==> src/common/sgm_pkg.sv <==
// shared constants and types for the signal modulator
package sgm_pkg;

  // register byte addresses
  localparam logic [7:0] SGM_ADDR_CTRL = 8'h00;
  localparam logic [7:0] SGM_ADDR_SRC = 8'h04;
  localparam logic [7:0] SGM_ADDR_CARRIER_HIGH_SIGNAL = 8'h08;
  localparam logic [7:0] SGM_ADDR_CARRIER_LOW_SIGNAL = 8'h0C;
  localparam int SGM_ADDR_W = 8;

  // control register field positions
  localparam int SGM_CTRL_EN_BIT = 7;
  localparam int SGM_CTRL_OINV_BIT = 4;
  localparam int SGM_CTRL_OUT_BIT = 3;
  localparam int SGM_CTRL_SWBIT_BIT = 0;

  // carrier register field positions
  localparam int SGM_CAR_INV_BIT = 6;
  localparam int SGM_CAR_SYNC_BIT = 5;
  localparam int SGM_SEL_W = 4;

  // reset values
  localparam logic [SGM_SEL_W-1:0] SGM_SEL_RESET = 4'h0;

  // modulating source codes
  localparam logic [3:0] SGM_MS_SWBIT = 4'h0;
  localparam logic [3:0] SGM_MS_EXTPIN = 4'h1;
  localparam logic [3:0] SGM_MS_CAPTURE_COMPARE_ONE = 4'h2;
  localparam logic [3:0] SGM_MS_CAPTURE_COMPARE_TWO = 4'h3;
  localparam logic [3:0] SGM_MS_PULSE_WIDTH_FIVE = 4'h4;
  localparam logic [3:0] SGM_MS_PULSE_WIDTH_SIX = 4'h5;
  localparam logic [3:0] SGM_MS_CMP1 = 4'h6;
  localparam logic [3:0] SGM_MS_CMP2 = 4'h7;
  localparam logic [3:0] SGM_MS_SDO = 4'h8;
  localparam logic [3:0] SGM_MS_RSVD = 4'h9;
  localparam logic [3:0] SGM_MS_TX = 4'hA;
  localparam logic [3:0] SGM_MS_NCO = 4'hB;
  localparam logic [3:0] SGM_MS_LOGIC_CELL_ONE = 4'hC;
  localparam logic [3:0] SGM_MS_LOGIC_CELL_TWO = 4'hD;
  localparam logic [3:0] SGM_MS_LOGIC_CELL_THREE = 4'hE;
  localparam logic [3:0] SGM_MS_LOGIC_CELL_FOUR = 4'hF;

  // carrier source codes
  localparam logic [3:0] SGM_CS_GND = 4'h0;
  localparam logic [3:0] SGM_CS_SYSCLK = 4'h1;
  localparam logic [3:0] SGM_CS_HFOSC = 4'h2;
  localparam logic [3:0] SGM_CS_REFCLK = 4'h3;
  localparam logic [3:0] SGM_CS_PIN1 = 4'h4;
  localparam logic [3:0] SGM_CS_PIN2 = 4'h5;
  localparam logic [3:0] SGM_CS_CAPTURE_COMPARE_ONE = 4'h6;
  localparam logic [3:0] SGM_CS_CAPTURE_COMPARE_TWO = 4'h7;
  localparam logic [3:0] SGM_CS_PULSE_WIDTH_FIVE = 4'h8;
  localparam logic [3:0] SGM_CS_PULSE_WIDTH_SIX = 4'h9;
  localparam logic [3:0] SGM_CS_NCO = 4'hA;
  localparam logic [3:0] SGM_CS_LOGIC_CELL_ONE = 4'hB;
  localparam logic [3:0] SGM_CS_LOGIC_CELL_TWO = 4'hC;
  localparam logic [3:0] SGM_CS_LOGIC_CELL_THREE = 4'hD;
  localparam logic [3:0] SGM_CS_LOGIC_CELL_FOUR = 4'hE;
  localparam logic [3:0] SGM_CS_RSVD = 4'hF;

  // on-chip peripheral outputs, all on clk_sys
  typedef struct packed {
    logic capture_compare_one;
    logic capture_compare_two;
    logic pulse_width_five;
    logic pulse_width_six;
    logic serial_data_out;
    logic comparator_one;
    logic comparator_two;
    logic async_serial_transmitter;
    logic numeric_oscillator_output;
    logic logic_cell_one;
    logic logic_cell_two;
    logic logic_cell_three;
    logic logic_cell_four;
  } sgm_periph_type;

  // one carrier configuration register
  typedef struct packed {
    logic invert;
    logic sync_enable;
    logic [SGM_SEL_W-1:0] select;
  } sgm_carrier_cfg_type;

endpackage : sgm_pkg

==> src/verilog/sgm_pin_sync.sv <==
// three-stage synchroniser with agreement filter for one pin
`timescale 1ns/1ps
module sgm_pin_sync
  import sgm_pkg::*;
(
  // clock and reset
  input wire logic clk_sys,
  input wire logic srst,
  // pin and synchronised level
  input wire logic pin_in,
  output logic level_q
);

  logic [2:0] stage_q;

  always_ff @(posedge clk_sys) begin
    if (srst) begin
      stage_q <= 3'h0;
    end else begin
      stage_q <= {stage_q[1:0], pin_in};
    end
  end

  // a change counts once the second and third stages agree
  always_ff @(posedge clk_sys) begin
    if (srst) begin
      level_q <= 1'b0;
    end else if (stage_q[1] == stage_q[2]) begin
      level_q <= stage_q[2];
    end
  end

endmodule : sgm_pin_sync

==> src/verilog/sgm_modulator.sv <==
// signal modulator: source selection, carrier sync, mixer and apb registers
// Functional notes
// - output is the active carrier gated by the modulating signal, driven to the pin
// - modulating signal high selects the carrier high signal
// - modulating signal low selects the carrier low signal
// - the modulator runs only while software sets modulator_enable
// - with enable clear both carriers are forced to ground
// - with enable clear the software bit is the modulating signal
// - clearing enable leaves stored source selections untouched
// - setting enable again restores the programmed selections
// - while disabled the output pin is held low
// - modulating source picked by a 4-bit field among fifteen sources
// - carrier high picked by a 4-bit field among fifteen carrier sources
// - carrier low has its own 4-bit field over the same sources
// - serial data out is a valid source only in spi mode
// - code 0 software bit, 1 external pin, 11 oscillator, 9 reserved
// - synced carrier stays until, or waits for, its next falling edge
// - each carrier source may be inverted by its own polarity bit
// - output polarity bit inverts the output so it idles high
`timescale 1ns/1ps
module sgm_modulator
  import sgm_pkg::*;
(
  // clock and reset
  input wire logic clk_sys,
  input wire logic srst,
  // apb slave
  input wire logic psel,
  input wire logic penable,
  input wire logic pwrite,
  input wire logic [SGM_ADDR_W-1:0] paddr,
  input wire logic [31:0] pwdata,
  output logic [31:0] prdata,
  output logic pready,
  output logic pslverr,
  // on-chip sources
  input wire sgm_periph_type periph,
  input wire logic spi_mode,
  // asynchronous clock and pin sources
  input wire logic internal_high_freq_oscillator,
  input wire logic reference_clock,
  input wire logic external_modulator_pin,
  input wire logic external_carrier_pin_one,
  input wire logic external_carrier_pin_two,
  // modulated output pin
  output logic modulated_output
);

  logic enable_q;
  logic output_invert_q;
  logic software_modulation_bit_q;
  logic [SGM_SEL_W-1:0] modulating_source_select_q;
  sgm_carrier_cfg_type carrier_high_signal_cfg_q;
  sgm_carrier_cfg_type carrier_low_signal_cfg_q;
  logic out_q;
  logic [31:0] prdata_q;
  logic pready_q;
  logic pslverr_q;
  logic sysclk_div_q;
  logic carrier_high_signal_prev_q;
  logic carrier_low_signal_prev_q;
  logic hact_q;
  logic lact_q;
  logic hfosc_s;
  logic refclk_s;
  logic modpin_s;
  logic cpin1_s;
  logic cpin2_s;
  logic [SGM_SEL_W-1:0] mod_sel;
  logic modulating_signal;
  logic carrier_high_signal;
  logic carrier_low_signal;
  logic hact;
  logic lact;
  logic mix;
  logic wr_en;
  logic setup;

  sgm_pin_sync u_sync_hfosc (
    .clk_sys(clk_sys),
    .srst(srst),
    .pin_in(internal_high_freq_oscillator),
    .level_q(hfosc_s)
  );
  sgm_pin_sync u_sync_refclk (
    .clk_sys(clk_sys),
    .srst(srst),
    .pin_in(reference_clock),
    .level_q(refclk_s)
  );
  sgm_pin_sync u_sync_modpin (
    .clk_sys(clk_sys),
    .srst(srst),
    .pin_in(external_modulator_pin),
    .level_q(modpin_s)
  );
  sgm_pin_sync u_sync_cpin1 (
    .clk_sys(clk_sys),
    .srst(srst),
    .pin_in(external_carrier_pin_one),
    .level_q(cpin1_s)
  );
  sgm_pin_sync u_sync_cpin2 (
    .clk_sys(clk_sys),
    .srst(srst),
    .pin_in(external_carrier_pin_two),
    .level_q(cpin2_s)
  );

  // carrier source mux shared by both carriers, reserved is low
  function automatic logic carrier_pick(input logic [SGM_SEL_W-1:0] sel,
                                        input logic sysclk, input logic hf,
                                        input logic rc, input logic p1,
                                        input logic p2, input sgm_periph_type pr);
    logic v;
    v = 1'b0;
    unique case (sel)
      SGM_CS_GND: v = 1'b0;
      SGM_CS_SYSCLK: v = sysclk;
      SGM_CS_HFOSC: v = hf;
      SGM_CS_REFCLK: v = rc;
      SGM_CS_PIN1: v = p1;
      SGM_CS_PIN2: v = p2;
      SGM_CS_CAPTURE_COMPARE_ONE: v = pr.capture_compare_one;
      SGM_CS_CAPTURE_COMPARE_TWO: v = pr.capture_compare_two;
      SGM_CS_PULSE_WIDTH_FIVE: v = pr.pulse_width_five;
      SGM_CS_PULSE_WIDTH_SIX: v = pr.pulse_width_six;
      SGM_CS_NCO: v = pr.numeric_oscillator_output;
      SGM_CS_LOGIC_CELL_ONE: v = pr.logic_cell_one;
      SGM_CS_LOGIC_CELL_TWO: v = pr.logic_cell_two;
      SGM_CS_LOGIC_CELL_THREE: v = pr.logic_cell_three;
      SGM_CS_LOGIC_CELL_FOUR: v = pr.logic_cell_four;
      SGM_CS_RSVD: v = 1'b0;
    endcase
    return v;
  endfunction : carrier_pick

  // system clock as a carrier is approximated by a half-rate toggle
  always_ff @(posedge clk_sys) begin
    if (srst) begin
      sysclk_div_q <= 1'b0;
    end else begin
      sysclk_div_q <= ~sysclk_div_q;
    end
  end

  // software bit replaces the programmed source while disabled
  assign mod_sel = enable_q ? modulating_source_select_q : SGM_MS_SWBIT;

  // modulating source mux, code map, spi gate, reserved
  always_comb begin
    modulating_signal = 1'b0;
    unique case (mod_sel)
      SGM_MS_SWBIT: modulating_signal = software_modulation_bit_q;
      SGM_MS_EXTPIN: modulating_signal = modpin_s;
      SGM_MS_CAPTURE_COMPARE_ONE: modulating_signal = periph.capture_compare_one;
      SGM_MS_CAPTURE_COMPARE_TWO: modulating_signal = periph.capture_compare_two;
      SGM_MS_PULSE_WIDTH_FIVE: modulating_signal = periph.pulse_width_five;
      SGM_MS_PULSE_WIDTH_SIX: modulating_signal = periph.pulse_width_six;
      SGM_MS_CMP1: modulating_signal = periph.comparator_one;
      SGM_MS_CMP2: modulating_signal = periph.comparator_two;
      SGM_MS_SDO: modulating_signal = periph.serial_data_out & spi_mode;
      SGM_MS_RSVD: modulating_signal = 1'b0;
      SGM_MS_TX: modulating_signal = periph.async_serial_transmitter;
      SGM_MS_NCO: modulating_signal = periph.numeric_oscillator_output;
      SGM_MS_LOGIC_CELL_ONE: modulating_signal = periph.logic_cell_one;
      SGM_MS_LOGIC_CELL_TWO: modulating_signal = periph.logic_cell_two;
      SGM_MS_LOGIC_CELL_THREE: modulating_signal = periph.logic_cell_three;
      SGM_MS_LOGIC_CELL_FOUR: modulating_signal = periph.logic_cell_four;
    endcase
  end

  // carriers grounded while disabled, selections come back on enable
  // carrier low uses its own field, per-carrier inversion
  always_comb begin
    carrier_high_signal = 1'b0;
    carrier_low_signal = 1'b0;
    if (enable_q) begin
      carrier_high_signal = carrier_high_signal_cfg_q.invert ^ carrier_pick(carrier_high_signal_cfg_q.select,
        sysclk_div_q, hfosc_s, refclk_s, cpin1_s, cpin2_s, periph);
      carrier_low_signal = carrier_low_signal_cfg_q.invert ^ carrier_pick(carrier_low_signal_cfg_q.select,
        sysclk_div_q, hfosc_s, refclk_s, cpin1_s, cpin2_s, periph);
    end
  end

  always_ff @(posedge clk_sys) begin
    if (srst) begin
      carrier_high_signal_prev_q <= 1'b0;
      carrier_low_signal_prev_q <= 1'b0;
    end else begin
      carrier_high_signal_prev_q <= carrier_high_signal;
      carrier_low_signal_prev_q <= carrier_low_signal;
    end
  end

  // synced carrier changes activity only on its own falling edge
  always_ff @(posedge clk_sys) begin
    if (srst) begin
      hact_q <= 1'b0;
    end else if (!carrier_high_signal_cfg_q.sync_enable || (carrier_high_signal_prev_q && !carrier_high_signal)) begin
      hact_q <= modulating_signal;
    end
  end

  always_ff @(posedge clk_sys) begin
    if (srst) begin
      lact_q <= 1'b1;
    end else if (!carrier_low_signal_cfg_q.sync_enable || (carrier_low_signal_prev_q && !carrier_low_signal)) begin
      lact_q <= ~modulating_signal;
    end
  end

  // high carrier active with modulating high, low carrier with it low
  assign hact = carrier_high_signal_cfg_q.sync_enable ? hact_q : modulating_signal;
  assign lact = carrier_low_signal_cfg_q.sync_enable ? lact_q : ~modulating_signal;
  assign mix = (hact & carrier_high_signal) | (lact & carrier_low_signal);

  // mixed signal to pin, low while disabled, output inversion
  always_ff @(posedge clk_sys) begin
    if (srst) begin
      out_q <= 1'b0;
    end else begin
      out_q <= enable_q ? (mix ^ output_invert_q) : 1'b0;
    end
  end

  assign setup = psel && !penable;
  assign wr_en = psel && penable && pready_q && pwrite;

  // enable and selections change only by register writes
  always_ff @(posedge clk_sys) begin
    if (srst) begin
      enable_q <= 1'b0;
      output_invert_q <= 1'b0;
      software_modulation_bit_q <= 1'b0;
      modulating_source_select_q <= SGM_SEL_RESET;
      carrier_high_signal_cfg_q <= '0;
      carrier_low_signal_cfg_q <= '0;
    end else if (wr_en) begin
      unique case (paddr)
        SGM_ADDR_CTRL: begin
          enable_q <= pwdata[SGM_CTRL_EN_BIT];
          output_invert_q <= pwdata[SGM_CTRL_OINV_BIT];
          software_modulation_bit_q <= pwdata[SGM_CTRL_SWBIT_BIT];
        end
        SGM_ADDR_SRC: modulating_source_select_q <= pwdata[SGM_SEL_W-1:0];
        SGM_ADDR_CARRIER_HIGH_SIGNAL: begin
          carrier_high_signal_cfg_q <= {pwdata[SGM_CAR_INV_BIT], pwdata[SGM_CAR_SYNC_BIT],
                         pwdata[SGM_SEL_W-1:0]};
        end
        SGM_ADDR_CARRIER_LOW_SIGNAL: begin
          carrier_low_signal_cfg_q <= {pwdata[SGM_CAR_INV_BIT], pwdata[SGM_CAR_SYNC_BIT],
                         pwdata[SGM_SEL_W-1:0]};
        end
        default: ;
      endcase
    end
  end

  // apb answer: zero wait states, read data latched in the setup cycle
  always_ff @(posedge clk_sys) begin
    if (srst) begin
      pready_q <= 1'b0;
      pslverr_q <= 1'b0;
      prdata_q <= 32'h0000_0000;
    end else begin
      pready_q <= setup;
      pslverr_q <= 1'b0;
      if (setup) begin
        prdata_q <= 32'h0000_0000;
        unique case (paddr)
          SGM_ADDR_CTRL: begin
            prdata_q[SGM_CTRL_EN_BIT] <= enable_q;
            prdata_q[SGM_CTRL_OINV_BIT] <= output_invert_q;
            prdata_q[SGM_CTRL_OUT_BIT] <= out_q;
            prdata_q[SGM_CTRL_SWBIT_BIT] <= software_modulation_bit_q;
          end
          SGM_ADDR_SRC: prdata_q[SGM_SEL_W-1:0] <= modulating_source_select_q;
          SGM_ADDR_CARRIER_HIGH_SIGNAL: begin
            prdata_q[SGM_CAR_INV_BIT] <= carrier_high_signal_cfg_q.invert;
            prdata_q[SGM_CAR_SYNC_BIT] <= carrier_high_signal_cfg_q.sync_enable;
            prdata_q[SGM_SEL_W-1:0] <= carrier_high_signal_cfg_q.select;
          end
          SGM_ADDR_CARRIER_LOW_SIGNAL: begin
            prdata_q[SGM_CAR_INV_BIT] <= carrier_low_signal_cfg_q.invert;
            prdata_q[SGM_CAR_SYNC_BIT] <= carrier_low_signal_cfg_q.sync_enable;
            prdata_q[SGM_SEL_W-1:0] <= carrier_low_signal_cfg_q.select;
          end
          default: pslverr_q <= 1'b1;
        endcase
      end
    end
  end

  assign prdata = prdata_q;
  assign pready = pready_q;
  assign pslverr = pslverr_q;
  assign modulated_output = out_q;
endmodule : sgm_modulator

==> config.mk <==
export PLATFORM = sky130hd
export DESIGN_NAME = sgm_modulator
export DESIGN_NICKNAME = d
export VERILOG_FILES = /design/src/common/sgm_pkg.sv /design/src/verilog/sgm_pin_sync.sv /design/src/verilog/sgm_modulator.sv
export SDC_FILE = /design/constraint.sdc
export NUM_CORES = 1
export LEC_CHECK = 0
export ABC_AREA = 1
export BUFFER_PORTS_ARGS = -buffer_cell sky130_fd_sc_hd__buf_2
export CORE_MARGIN = 5
export CORE_UTILIZATION = 33
export CTS_CLUSTER_DIAMETER = 50
export DETAILED_ROUTE_END_ITERATION = 6
export GPL_TIMING_DRIVEN = 0
export SYNTH_ARGS = -nofsm -noshare
export SYNTH_HDL_FRONTEND = slang
export SYNTH_SLANG_ARGS = --single-unit
==> constraint.sdc <==
create_clock -name clk_sys -period 1.6 [get_ports clk_sys]
set_clock_uncertainty 0.1 [all_clocks]
set_input_delay 0.4 -clock clk_sys [delete_from_list [all_inputs] [get_ports clk_sys]]
set_output_delay 0.4 -clock clk_sys [all_outputs]
set_load 0.02 [all_outputs]
# == Word level (Yosys, flattened, before mapping) ==
# Cells that the tools add are included.
# word_totals
regBits,55
inputBits,64
output_inout_bits,35
word_cells,136
# op_classes
eq_ne,53
n_mux,17
bitwise_logic,11
n_reduce_logical,26
# op_table
operator,count
$eq 4x4->1 const B,24
$eq 4x3->1 const B,12
$pmux 1 s15,2
$eq 4x2->1 const B,6
$eq 8x4->1 const B,2
$pmux 1 s16,1
$eq 4x1->1 const B,3
$logic_not 4->1,3
$mux 1,9
$eq 8x3->1 const B,1
$logic_not 8->1,1
$pmux 1 s4,2
$reduce_and 2->1,4
$reduce_or 2->1,4
$logic_and 1x1->1,6
$pmux 2 s3,1
$eq 1x1->1,5
$logic_not 1->1,5
$mux 4,1
$not 1->1,4
$pmux 2 s2,1
$reduce_or 4->1,1
$and 1x1->1,3
$xor 1x1->1,3
2 further kinds,3

# == Depth between registers and ports, before layout ==
# logic_depth
depth_word,9
depth_mapped,16
mapped_depth_nobuf,15

# == Modules after synthesis ==
# From an unflattened synthesis, not the netlist that was laid out.
# unflattened
hier_cells,445
area_unflattened_um2,2886.5
# modules_own_cells
module,n_inst,cells_per_inst,area_per_inst_um2,seq_area_each_um2
sgm_modulator,1,380,2279.7,700.7
sgm_pin_sync,5,13,121.4,80.1

# == Least setup slack after synthesis ==
# No wires, ideal clock.
# synth_timing
path_type,input port to flip-flop
from,input paddr[1]
to,register carrier_high_signal_cfg_q[2] (netlist bit)
arrival_ps,1406
t_required_ps,1381
path_slack_ps,-26
stages,8
cell_sequence,or2_1 -> nor2_4 -> nand3_2 -> nor2_1 -> inv_1 -> buf_2 -> o21ai_0 -> a21oi_1
# synth_between
elab_chain_len,2
# synth_lines
element,line,text
from (decl),sgm_modulator.sv:31,"input wire logic [SGM_ADDR_W-1:0] paddr,"
$eq 8x4->1,sgm_modulator.sv:240,unique case (paddr)
$reduce_and 2->1 (no source line),-,
to (signal assigned),sgm_modulator.sv:248,"carrier_high_signal_cfg_q <= {pwdata[SGM_CAR_INV_BIT], pwdata[SGM_CAR_SYNC_BIT],"
to (decl),sgm_modulator.sv:53,sgm_carrier_cfg_type carrier_high_signal_cfg_q;
# Every way passes these cells.
# A chain may end at the register's enable or synchronous reset.

# == Worst setup path in the final report ==
# layout_timing
from,register enable_q
to,"register out_q, in the netlist modulated_output"
# layout_between
elab_chain_len,8
word_cells_on_any_way,29
# layout_lines
element,line,text
from (decl),sgm_modulator.sv:49,logic enable_q;
from (signal assigned),sgm_modulator.sv:242,enable_q <= pwdata[SGM_CTRL_EN_BIT];
$mux 4,sgm_modulator.sv:148,assign mod_sel = enable_q ? modulating_source_select_q : SGM_MS_SWBIT;
$eq 4x4->1 (tied with other cells),sgm_modulator.sv:153,unique case (mod_sel)
$pmux 1 s16,sgm_modulator.sv:153,
$not 1->1,sgm_modulator.sv:215,assign lact = carrier_low_signal_cfg_q.sync_enable ? lact_q : ~modulating_signal;
$mux 1,sgm_modulator.sv:215,
$and 1x1->1,sgm_modulator.sv:216,assign mix = (hact & carrier_high_signal) | (lact & carrier_low_signal);
$or 1x1->1,sgm_modulator.sv:216,
$xor 1x1->1,sgm_modulator.sv:223,out_q <= enable_q ? (mix ^ output_invert_q) : 1'b0;
to (signal assigned),sgm_modulator.sv:223,
to (decl),sgm_modulator.sv:55,logic out_q;
# Several ways; a longest one is shown, not always the timed one.

==> impl_metrics.yaml <==
critical_path:
  cp_num_buf_inv: 2
  critPathLaunchType: "flip-flop"
  crit_fanout: 7
  criticalPathCategory: "flip-flop to flip-flop"
  endpoint_kind: "flip-flop"
  worst_ep_required_time_ns: 1.71
  cp_top_family: "simple AND/OR/NAND/NOR gates"
  crit_slowest_cell: "dfxtp_2"
  crit_arrival_ns: 1.89
  critical_path.max_stage_delay_ns: 0.34
  worstPathCellList: "buf_12 > nand2_8 > buf_4 > o2111ai_1 > or2_2 > nand2_2 > nand2_1 > nand2_1 > nand2_2 > a21oi_2 > nor2_1"
final_layout:
  drive_above_1_share_pct: 32.7
  fin_nets: 564
  regArea_sq_um: 1110
  fill_cells: 859
  area_growth_pct: 31.4
  n_antenna_cell: 0
  multiInputGateArea_sq_um: 1530
  fin_util_pct: 44.8
placed_design:
  finalWeightedCongestion: 0.861
  port_buffers: 50
  hpwl_microns: 5910
status:
  status: "complete, but fails checks"
  violations: "setup timing"
yosys:
  synth_compound_area_share_pct: 14.4
  synth.ff_latch_count: 55
  yosysMostFrequentCell: "nand2_1"
  synth.distinct_cells: 29
  syn_inst: 410
  synth_edf_count: 0
  synth-xor-area-share_pct: 0
  ys_warn_count: 0
  muxShareOfSynthArea_pct: 0
  ys_async_sr_fraction_pct: 0
  synth.area.top_cells: "dfxtp_1 39%, nand2_1 8.7%, nor2_1 7.6%"
  synth_top_family_by_area: "simple AND/OR/NAND/NOR gates"
  syn_area_per_cell_sq_um: 6.87
  yosys.area.top_type_share_pct: 39.1
  synthAdderAreaFrac_pct: 0
  synth_commonest_cells: "65 x nand2_1, 57 x nor2_1, 55 x dfxtp_1"
  syn_area_sq_um: 2820
  seq_area_frac_synth_pct: 39.1
  synth-simple-area-share_pct: 29.8
  ys.flop_type: "dfxtp_1"
  synth_largest_area_cell: "dfxtp_1"
cts:
  cts_tree: "built"
  cts_hold_buf: 0
  cts_buffer_depth: 2
  htreeDepth: 2
  clock_sinks: 55
  insertion_delay_ns: 0.31
  path_clk_slew_ns: 0.10
  cts_buffers: 5
  cts_root_buffer: "clkbuf_8"
drt:
  wl_per_cell_microns: 12.6
  ant_nets: 0
  drc: 0
  drtIter0Drc: 101
  drt_wl_total_microns: 7670
  via_per_inst: 4.67
  vias: 2828
  first_pass_iters: 5
timing:
  fin_crit_ns: 1.78
  rsz0062_at_grt: "yes"
  period_share_pct: 111
  worst_slack_ns: -0.177
  tightest_slew_ns: 0.518
  hold_viol_final: 0
  setup_viol: 4
  fin_setup_tns_ns: -0.393
  max_slew_margin_pct: 65.5
  finalMaxSlewViolations: 0
  fmax_mhz: 563
global_route:
  overflow: 0
  grt_first_pass_wirelength_microns: 11700
  grt_max_degree: 19
  grt_usage_pct: 14.2
  grt_pass1_vias: 2483
  antenna_found_initial: 0
floorplan:
  core-area_sq_um: 8260
  die_w_microns: 102
  dieArea_sq_um: 10500
  rows: 33
  initial_utilization_pct: 34.1
  fp.dieH_microns: 102
  io_pins: 99
power:
  peakVddDrop_mv: 0.592
  p_per_area_nw_per_um2: 707
  p_leak_nw: 1.65
hold_path:
  holdCritPathClass: "input port to flip-flop"
job:
  max-cap-violations: 0
[repair_timing]
item,CTS,global route
endpoints found under the setup margin,4,23
resized for setup,27,52
buffers inserted,2,6
pin swaps,10,21
gates cloned,2,0
[final cells by class]
cell class / instances / area share, %
clock buffer: 5 / 1.86
clock inverter: 3 / 1.28
timing repair buffer: 60 / 8.75
buffer: 36 / 7.33
multi-input combinational: 286 / 41.2
sequential: 55 / 30.1
tap: 105 / 3.55
inverter: 56 / 5.95
[per-layer routing]
metal | GRT usage (%) | share of wire (%) | up-vias
li1 | - | - | 1450
met1 | 19.2 | 45 | 1281
met2 | 22.8 | 46 | 86
met3 | 3.07 | 8.2 | 11
met4 | 4.34 | 1.4 | 0
met5 | 0 | 0 | -
[sequential cells by signal, summed over array words and instances, names as in the netlist, 3 cells and up]
register	flops
prdata	8
carrier_high_signal_cfg_q	6
u_sync_cpin2.stage_q	3
u_sync_modpin.stage_q	3
u_sync_hfosc.stage_q	3
carrier_low_signal_cfg_q	6
u_sync_refclk.stage_q	3
u_sync_cpin1.stage_q	3
modulating_source_select_q	4
[stage by stage]
stage               total power [mW]  setup WS (ns)  hold WS, ns  instances  area (sq um)
global placement                1.68         -0.287        0.290        588          3300
finish                          2.62         -0.177        0.180        606          3700
CTS                             2.63         -0.127        0.173        600          3520
floorplan                       1.59        -0.0160        0.288        433          2920
global route                    2.73         -0.291        0.172        606          3700
detailed placement              1.69         -0.302        0.297        588          3300
[path summary, 6_finish.rpt]
path                            slack (ns)                       to  cells past startpoint                      from
worst min-delay path                  0.18  u_sync_cpin1.stage_q[0]                      3  external_carrier_pin_one
worst max-delay path                 -0.18         modulated_output                     11                  enable_q
worst max register to register       -0.18         modulated_output                     11                  enable_q
worst min register to register        0.31  u_sync_cpin2.stage_q[1]                      2   u_sync_cpin2.stage_q[0]
[report_power, final]
part           switching, mW  internal (mW)  total, mW
Clock                  0.475          0.475      0.950
Sequential           0.00961           1.39       1.40
Combinational          0.163          0.106      0.268
Total                  0.648           1.97       2.62
[worst register-to-register path, cell delays in order, from the launching register on]
cell	delay (ns)
dfxtp_2	0.34
buf_12	0.14
nand2_8	0.07
buf_4	0.10
o2111ai_1	0.11
or2_2	0.34
nand2_2	0.09
nand2_1	0.05
nand2_1	0.08
nand2_2	0.08
a21oi_2	0.13
nor2_1	0.05
[cell families after synthesis]
kind of cell | Yosys count
buf+inv | 92
flops | 55
compound gates | 77
other cells | 1
simple gates | 185
[cell usage in the layout (no fill, tap or decap), drive strengths merged]
cell type,n
buf,92
dfxtp,55
o2111ai,1
clkinv,1
nor2,66
a211oi,1
a21oi,34
o221ai,2
o21ai,34
bufinv,1
nand3,40
or2,2
o22ai,5
clkbuf,9
inv,57
nand2,71
nand4,5
nor3,1
conb,24
(Power assumes the default switching activity.)
